### config.mk
export PLATFORM = sky130hd
export DESIGN_NAME = tsc_counter
export DESIGN_NICKNAME = d
export VERILOG_FILES = /design/src/rtl/tsc_pkg.sv /design/src/rtl/tsc_half.sv /design/src/rtl/tsc_counter.sv
export SDC_FILE = /design/constraint.sdc
export NUM_CORES = 1
export LEC_CHECK = 0
export BUFFER_PORTS_ARGS = -buffer_cell sky130_fd_sc_hd__buf_2
export CAP_MARGIN = 20
export CORE_UTILIZATION = 50
export CTS_CLUSTER_DIAMETER = 40
export CTS_CLUSTER_SIZE = 12
export DETAILED_ROUTE_END_ITERATION = 10
export GPL_TIMING_DRIVEN = 0
export PLACE_DENSITY = 0.77
export SLEW_MARGIN = 20
export SYNTH_ARGS = -nofsm -noshare
export SYNTH_HDL_FRONTEND = slang
export SYNTH_SLANG_ARGS = --single-unit
### constraint.sdc
create_clock -name clk_sys -period 2.8 [get_ports clk_sys]
set_input_delay 0.56 -clock clk_sys [delete_from_list [all_inputs] [get_ports clk_sys]]
set_output_delay 0.56 -clock clk_sys [all_outputs]
set_load 0.01 [all_outputs]
### src/rtl/tsc_pkg.sv
// Package for the 64-bit timestamp counter.
// Assumes the core decodes system-register numbers before reaching this block.
package tsc_pkg;

    // ****************************************
    // System-register selection (regID within group selID)
    // ****************************************
    localparam logic [4:0] TSC_SEL_GROUP = 5'h0b;
    localparam logic [4:0] TSC_REG_LOW = 5'h00;
    localparam logic [4:0] TSC_REG_HIGH = 5'h01;
    localparam logic [4:0] TSC_REG_CTRL = 5'h02;
    localparam int TSC_EN_BIT = 0;

    // ****************************************
    // Reset values and counting constants
    // ****************************************
    localparam logic [31:0] TSC_HALF_RST = 32'h0000_0000;
    localparam logic TSC_EN_RST = 1'b0;
    localparam logic [31:0] TSC_ONE = 32'h0000_0001;
    // Last value of a half before it carries
    localparam logic [31:0] TSC_HALF_MAX = 32'hffff_ffff;

    typedef enum logic [1:0] {
        TSC_IDLE = 2'b01,
        TSC_RUN = 2'b10
    } tsc_mode_e;

    // Move-instruction request from the core
    typedef struct packed {
        logic wr;
        logic rd;
        logic [4:0] reg_id;
        logic [4:0] sel_id;
        logic [31:0] wdata;
    } tsc_req_s;

    typedef struct packed {
        logic hit;
        logic [31:0] rdata;
    } tsc_rsp_s;

endpackage

### src/rtl/tsc_half.sv
// One 32-bit half of the timestamp counter.
// Assumes the caller supplies the increment and the carry chain.
`timescale 1ns/1ps
module tsc_half
    import tsc_pkg::*;
(
    // Clock and reset
    input wire logic clk_sys,
    input wire logic sys_rst,
    // Control
    input wire logic inc,
    input wire logic load,
    input wire logic [31:0] load_val,
    // State
    output logic [31:0] value,
    output logic carry
);

    typedef struct packed {
        logic [31:0] cnt;
    } tsc_half_s;

    tsc_half_s st_ff;
    tsc_half_s nxt_st;

    assign value = st_ff.cnt;
    assign carry = inc && (st_ff.cnt == TSC_HALF_MAX);

    always_comb begin
        nxt_st = st_ff;
        if (load) begin
            nxt_st.cnt = load_val;
        end else if (inc) begin
            nxt_st.cnt = st_ff.cnt + TSC_ONE;
        end
    end

    always_ff @(posedge clk_sys) begin
        if (sys_rst) begin
            st_ff.cnt <= TSC_HALF_RST;
        end else begin
            st_ff <= nxt_st;
        end
    end

endmodule

### src/rtl/tsc_counter.sv
// Top of the 64-bit timestamp counter, a system-register slave of the core.
// Assumes one-cycle request strobes from the core's move-instruction unit.
`timescale 1ns/1ps
module tsc_counter
    import tsc_pkg::*;
(
    // Clock and reset
    input wire logic clk_sys,
    input wire logic sys_rst,
    // Core status, ignored on purpose
    input wire logic core_halted,
    // System-register move port
    input wire tsc_req_s req,
    output tsc_rsp_s rsp,
    // Status
    output logic count_enable_bit,
    output logic [63:0] count_value
);

    // ****************************************
    // State
    // ****************************************
    typedef struct packed {
        tsc_mode_e mode;
        logic hit;
        logic [31:0] rdata;
    } tsc_top_s;

    tsc_top_s st_ff;
    tsc_top_s nxt_st;

    logic [31:0] low_val;
    logic [31:0] high_val;
    logic low_carry;
    logic running;
    logic sel_ok;
    logic wr_low;
    logic wr_high;
    logic wr_ctrl;

    assign sel_ok = (req.sel_id == TSC_SEL_GROUP);
    assign wr_low = req.wr && sel_ok && (req.reg_id == TSC_REG_LOW);
    assign wr_high = req.wr && sel_ok && (req.reg_id == TSC_REG_HIGH);
    assign wr_ctrl = req.wr && sel_ok && (req.reg_id == TSC_REG_CTRL);

    // halt state does not stop it
    assign running = (st_ff.mode == TSC_RUN);

    // ****************************************
    // Counter halves
    // ****************************************
    // 64-bit count from two halves
    // write simply wins over the count
    tsc_half u_low (
        .clk_sys(clk_sys),
        .sys_rst(sys_rst),
        .inc(running),
        .load(wr_low),
        .load_val(req.wdata),
        .value(low_val),
        .carry(low_carry)
    );

    tsc_half u_high (
        .clk_sys(clk_sys),
        .sys_rst(sys_rst),
        .inc(low_carry && !wr_low),
        .load(wr_high),
        .load_val(req.wdata),
        .value(high_val),
        .carry()
    );

    // ****************************************
    // Control and read path
    // ****************************************
    always_comb begin
        nxt_st = st_ff;
        nxt_st.hit = req.rd && sel_ok && (req.reg_id <= TSC_REG_CTRL);
        nxt_st.rdata = TSC_HALF_RST;
        if (wr_ctrl) begin
            nxt_st.mode = req.wdata[TSC_EN_BIT] ? TSC_RUN : TSC_IDLE;
        end
        if (req.rd && sel_ok) begin
            case (req.reg_id)
                TSC_REG_LOW: begin
                    nxt_st.rdata = low_val;
                end
                TSC_REG_HIGH: begin
                    nxt_st.rdata = high_val;
                end
                TSC_REG_CTRL: begin
                    nxt_st.rdata[TSC_EN_BIT] = running;
                end
                default: begin
                    nxt_st.rdata = TSC_HALF_RST;
                end
            endcase
        end
    end

    always_ff @(posedge clk_sys) begin
        if (sys_rst) begin
            st_ff.mode <= TSC_IDLE;
            st_ff.hit <= 1'b0;
            st_ff.rdata <= TSC_HALF_RST;
        end else begin
            st_ff <= nxt_st;
        end
    end

    assign rsp.hit = st_ff.hit;
    assign rsp.rdata = st_ff.rdata;
    assign count_enable_bit = running;
    assign count_value = {high_val, low_val};

endmodule

Word level (Yosys, flattened, before mapping)
Cells that the tools add are included.
{"block": "classes", "addsub": 2, "n_lt_le_gt_ge": 1, "n_eq_ne": 5, "n_mux": 7, "n_bitwise": 1, "n_reduce_logical": 13}
{"operator": "two-way mux 32 bit", "count": 4}
{"operator": "adder 32 x 1 -> 32 bit (second input constant)", "count": 2}
{"operator": "one-hot mux 31 bit (2 select lines)", "count": 1}
{"operator": "equality test 32 bit (second input constant)", "count": 1}
{"operator": "logical AND 1 bit", "count": 8}
{"operator": "equality test 5 x 1 -> 1 bit (second input constant)", "count": 1}
{"operator": "equality test 5 x 2 -> 1 bit (second input constant)", "count": 1}
{"operator": "equality test 5 x 4 -> 1 bit (second input constant)", "count": 1}
{"operator": "less-or-equal comparator 5 x 2 -> 1 bit (second input constant)", "count": 1}
{"operator": "logical NOT 5 bit", "count": 1}
{"operator": "nonzero test 2 bit", "count": 2}
{"operator": "one-hot mux 1 bit (3 select lines)", "count": 1}
{"operator": "equality test 2 bit (second input constant)", "count": 1}
{"operator": "two-way mux 2 bit", "count": 1}
{"operator": "OR reduction 2 bit", "count": 1}
{"operator": "logical NOT 1 bit", "count": 1}
{"operator": "NOT 1 bit", "count": 1}
{"block": "word_totals", "reg_bits": 99, "in_bits": 47, "output_inout_bits": 98, "elab_cells": 34}

Longest topological paths before layout
{"block": "depth", "ltp_word": 7, "ltp_mapped": 9, "ltp_nobuf": 6}

Cells and area by module
From an unflattened synthesis, not the netlist that was laid out.
{"block": "unflattened", "hier_cells": 721, "hier_area_um2": 5756.8}
{"mod": "tsc_half", "n_inst": 2, "cells_each": 258, "area_per_inst_um2": 2035.7, "seq_area_each_um2": 640.6}
{"mod": "tsc_counter", "n_inst": 1, "cells_each": 205, "area_per_inst_um2": 1685.4, "seq_area_each_um2": 700.7}

Worst setup path after synthesis
No wires, ideal clock.
{"block": "synth_path", "path_kind": "reg-to-reg", "start": "register u_low.st_ff, in the netlist u_low.value[0]", "end": "register u_high.st_ff, in the netlist u_high.value[29]", "setup_time_ps": 127, "arrival_time_ps": 2192, "t_required_ps": 2673, "slack_ps": 481, "path_stages_with_launch": 7, "n_path_buf": 0, "period_less_slack_ps": 2319, "cell_sequence": "dfxtp_1 > ha_1 > nand4b_1 > nor4_4 > nand4_2 > o31a_1 > or3_1"}
{"block": "synth_between", "elab_chain_cells": 4}
{"item": "start: declaration", "line": "tsc_half.sv:23", "rtl": "tsc_half_s st_ff;"}
{"item": "start signal: assignment", "line": "tsc_half.sv:42", "rtl": "st_ff <= nxt_st;"}
{"item": "equality test 32 bit", "line": "tsc_half.sv:27", "rtl": "assign carry = inc && (st_ff.cnt == TSC_HALF_MAX);"}
{"item": "logical AND 1 bit", "line": "tsc_half.sv:27"}
{"item": "logical AND 1 bit", "line": "tsc_counter.sv:67", "rtl": ".inc(low_carry && !wr_low),"}
{"item": "nonzero test 2 bit (no line)"}
{"item": "end signal: assignment", "line": "tsc_half.sv:42"}
{"item": "end: declaration", "line": "tsc_half.sv:23"}
Every way passes these cells.
A chain may end at the register's enable or synchronous reset.

Worst setup path in the final report
{"block": "layout_path", "start": "register u_low.st_ff, in the netlist u_low.value[0]", "end": "register u_high.st_ff, in the netlist u_high.value[21]"}
The elaborated chain is that of the path after synthesis.

==> flow_metrics.env <==
export IMPL_fp_dieW_um=105.8
export IMPL_r2r_end="u_high.value[21]$_SDFFE_PP0P_"
export IMPL_synth_edf_count=0
export IMPL_netlist_area_mm2=0.005389
export IMPL_path_class="flip-flop to flip-flop"
export IMPL_coreArea_mm2=0.01037
export IMPL_synth_area_per_cell_um2=8.079
export IMPL_worstPathCellList="ha_1 > nand4b_1 > nor4_4 > nand4_4 > clkbuf_1 > o31ai_1 > nand3_1"
export IMPL_avgRoutedWirePerCell_um=20.10
export IMPL_pwr_share_comb_pct=5.3
export IMPL_final_common_cell="buf_2"
export IMPL_hold_violations=0
export IMPL_fin_setup_tns_ps=0
export IMPL_drc=0
export IMPL_antennaDiodeCount=0
export IMPL_grt_usage_pct=34.27
export IMPL_critPathMaxStageDelay_ps=510
export IMPL_crit_fanout=10
export IMPL_dp_cells=946
export IMPL_r2r_slack_ps=110
export IMPL_total_power_mw=2.438
export IMPL_r2r_start="u_low.value[0]$_SDFFE_PP0P_"
export IMPL_vias_per_cell=6.145
export IMPL_cp_startpoint="u_low.value[0]$_SDFFE_PP0P_"
export IMPL_whs_ps=419.6
export IMPL_dpl_cell_area_mm2=0.006275
export IMPL_pin_count=145
export IMPL_async_reset_ff_share_pct=0
export IMPL_cts_tree="built"
export IMPL_yosys_cell_types_count=56
export IMPL_critPathSlowestCell="dfxtp_1"
export IMPL_row_count=37
export IMPL_power_frac_seq_pct=58.2
export IMPL_clock_latency_ps=380
export IMPL_r2r_cells=7
export IMPL_vias=5918
export IMPL_maxSlewViolCount=0
export IMPL_powerDensity_mw_per_mm2=376.1
export IMPL_grt_max_degree=16
export IMPL_cp_arrival_ps=2960
export IMPL_die_area_mm2=0.01120
export IMPL_cp_required_ps=3070
export IMPL_cts_buffers_inserted=9
export IMPL_drive_gt1_share_pct=25.39
export IMPL_syn_to_final_growth_pct=20.27
export IMPL_rsz0062_at_grt="no"
export IMPL_most_common_layout_cells="147 x buf_2, 99 x dfxtp_1, 93 x nor2_1, 62 x nand3_1, 43 x clkbuf_1"
export IMPL_ys_ff_latch=99
export IMPL_finalCritPeriodShare_pct=96.16
export IMPL_finClkSkew_ps=6.192
export IMPL_finalWirelength_um=19360
export IMPL_grt_pass1_vias=5242
export IMPL_design_area_mm2=0.006481
export IMPL_p_int_mw=1.825
export IMPL_ys_flop_type="dfxtp_1"
export IMPL_fin_crit_ps=2693
export IMPL_gp_congestion=0.9512
export IMPL_die_h_um=105.8
export IMPL_p_leak_nw=2.601
export IMPL_hold_path_class="primary input to flip-flop"
export IMPL_htreeDepth=3
export IMPL_antenna_found_initial=1
export IMPL_drt_iter0_drc=778
export IMPL_stdcell_count=963
export IMPL_cap_violations=0
export IMPL_clock_path_buffers=2
export IMPL_finalSetupViolCount=0
export IMPL_cts_clk_slew_worst_paths_ps=100
export IMPL_yosysWarnings=0
export IMPL_fin_nets=871
export IMPL_worst_pin_slew_ps=820.5
export IMPL_seq_area_frac_synth_pct=36.78
export IMPL_max_slew_margin_rel_pct=44.58
export IMPL_io_buffers=143
export IMPL_dp_hpwl_um=14620
export IMPL_pwr_share_clk_pct=36.5
export IMPL_sw_frac_of_total_pct=25.11
export IMPL_synthCells=667
export IMPL_syn_num_nets=716
export IMPL_peakVddDrop_mv=0.2321
export IMPL_cts_sinks=99
export IMPL_hold_buffers=0
export IMPL_initial_utilization_pct=51.97
export IMPL_outcome="finished, final reports clean"
export IMPL_grt_pass1_wl_um=29130
export IMPL_ant_nets=0
export IMPL_power_switching_mw=0.6122
export IMPL_cp_start_kind="flip-flop"
export IMPL_first_pass_iters=6
export IMPL_overflow=0
export IMPL_critical_path_endpoint="u_high.value[21]$_SDFFE_PP0P_"
export IMPL_cts_root_buf="clkbuf_8"
export IMPL_fmax_mhz=371.4
export IMPL_critPathCaptureType="flip-flop"
-- power groups by stage --
stage	Clock, mW	Combinational (mW)	Sequential (mW)
6_report	0.889	0.129	1.42
5_1_grt	0.946	0.136	1.42
4_1_cts	0.887	0.124	1.42
3_5_place_dp	0	0.124	1.45
3_3_place_gp	0	0.124	1.45
2_1_floorplan	0	0.0474	1.45
-- layer usage --
layer	wire length (um)	share of wire, %	vias up	GRT usage [%]
met4	408	2.1	0	12.80
met3	2150	11	32	7.297
met5	0	0	-	0
met2	8468	44	363	50.33
li1	-	-	2768	-
met1	8333	43	2755	48.90
-- registers in the layout (all words and copies together) (netlist names) --
| register | count |
|---|---|
| u_low.value | 32 |
| u_high.value | 32 |
| st_ff | 2 |
| rsp | 33 |
-- critical path, delay by kind of cell (launching register included) --
family,cells,cell delay [ps]
simple gates,4,1140
flops,1,510
buf+inv,1,360
compound gates,1,320
fa+ha+maj,1,250
-- cells by family (layout without fill, tap and decap cells) --
| family | count (synthesis) | count (layout) | synth area share [%] |
|---|---|---|---|
| compound gates | 118 | 118 | 16.72 |
| flops | 99 | 99 | 36.78 |
| fa+ha+maj | 2 | 2 | 0.4643 |
| mux | 2 | 2 | 0.3715 |
| xor+xnor | 30 | 30 | 4.876 |
| simple gates | 322 | 322 | 31.69 |
| buf+inv | 94 | 254 | 9.101 |
-- per-stage QoR --
| step | utilization [%] | worst slack, ps |
|---|---|---|
| global route | 62.50 | 5.923 |
| CTS | 62.40 | 57.10 |
| detailed placement | 60.51 | -191.1 |
| global placement | 60.51 | -237.1 |
| floorplan | - | 481.1 |
| finish | 62.50 | 107.5 |
-- synthesized netlist by cell type, types with 3 or more instances --
master	count	share of area (%)
a211o_1	4	0.65
a211oi_1	38	5.3
a22oi_1	31	4.3
a311oi_1	6	0.98
a31oi_1	4	0.46
and2_1	3	0.35
and3_1	14	1.6
and4_1	9	1.5
buf_2	4	0.37
buf_4	33	4.6
clkbuf_1	43	3.0
dfxtp_1	99	37
inv_1	10	0.70
nand2_1	30	2.1
nand3_1	62	5.8
nand4_1	18	2.1
nand4b_1	7	1.1
nor2_1	93	6.5
nor2b_1	3	0.35
nor3_1	23	2.1
nor4_1	20	2.3
nor4b_1	3	0.49
o2111ai_1	9	1.5
o211ai_1	5	0.70
o21ai_0	6	0.56
o31ai_1	3	0.42
or2_2	4	0.46
or3_1	13	1.5
or4_1	6	0.84
xnor2_1	23	3.7
xor2_1	7	1.1
-- how the worst min path moves through the flow --
stage,start,endpoint,slack (ps),cells past startpoint
6_report,req[37],rsp[32]$_SDFF_PP0_,420,2
2_1_floorplan,st_ff[33]$_SDFFE_PP1P_,st_ff[33]$_SDFFE_PP1P_,460,2
3_5_place_dp,st_ff[33]$_SDFFE_PP1P_,st_ff[33]$_SDFFE_PP1P_,490,2
5_1_grt,req[37],rsp[32]$_SDFF_PP0_,430,2
3_3_place_gp,st_ff[33]$_SDFFE_PP1P_,st_ff[33]$_SDFFE_PP1P_,480,2
4_1_cts,req[37],rsp[32]$_SDFF_PP0_,420,2
-- repair_timing --
item / CTS / global route
setup buffers: 1 / 0
gates resized for setup: 1 / 3
pin swaps: 1 / 2
setup endpoints to repair: 16 / 18
-- cell type report --
type	count	area (um^2)
fillers	972	3889
multi-input cells	474	2934
flip-flops and latches	99	1982
repair buffers	144	723.2
plain buffers	84	454.2
well taps	136	170.2
clock buffers	12	155.1
inverters	10	37.54
clock inverters	4	25.02
Power figures use the tool's default switching activity.
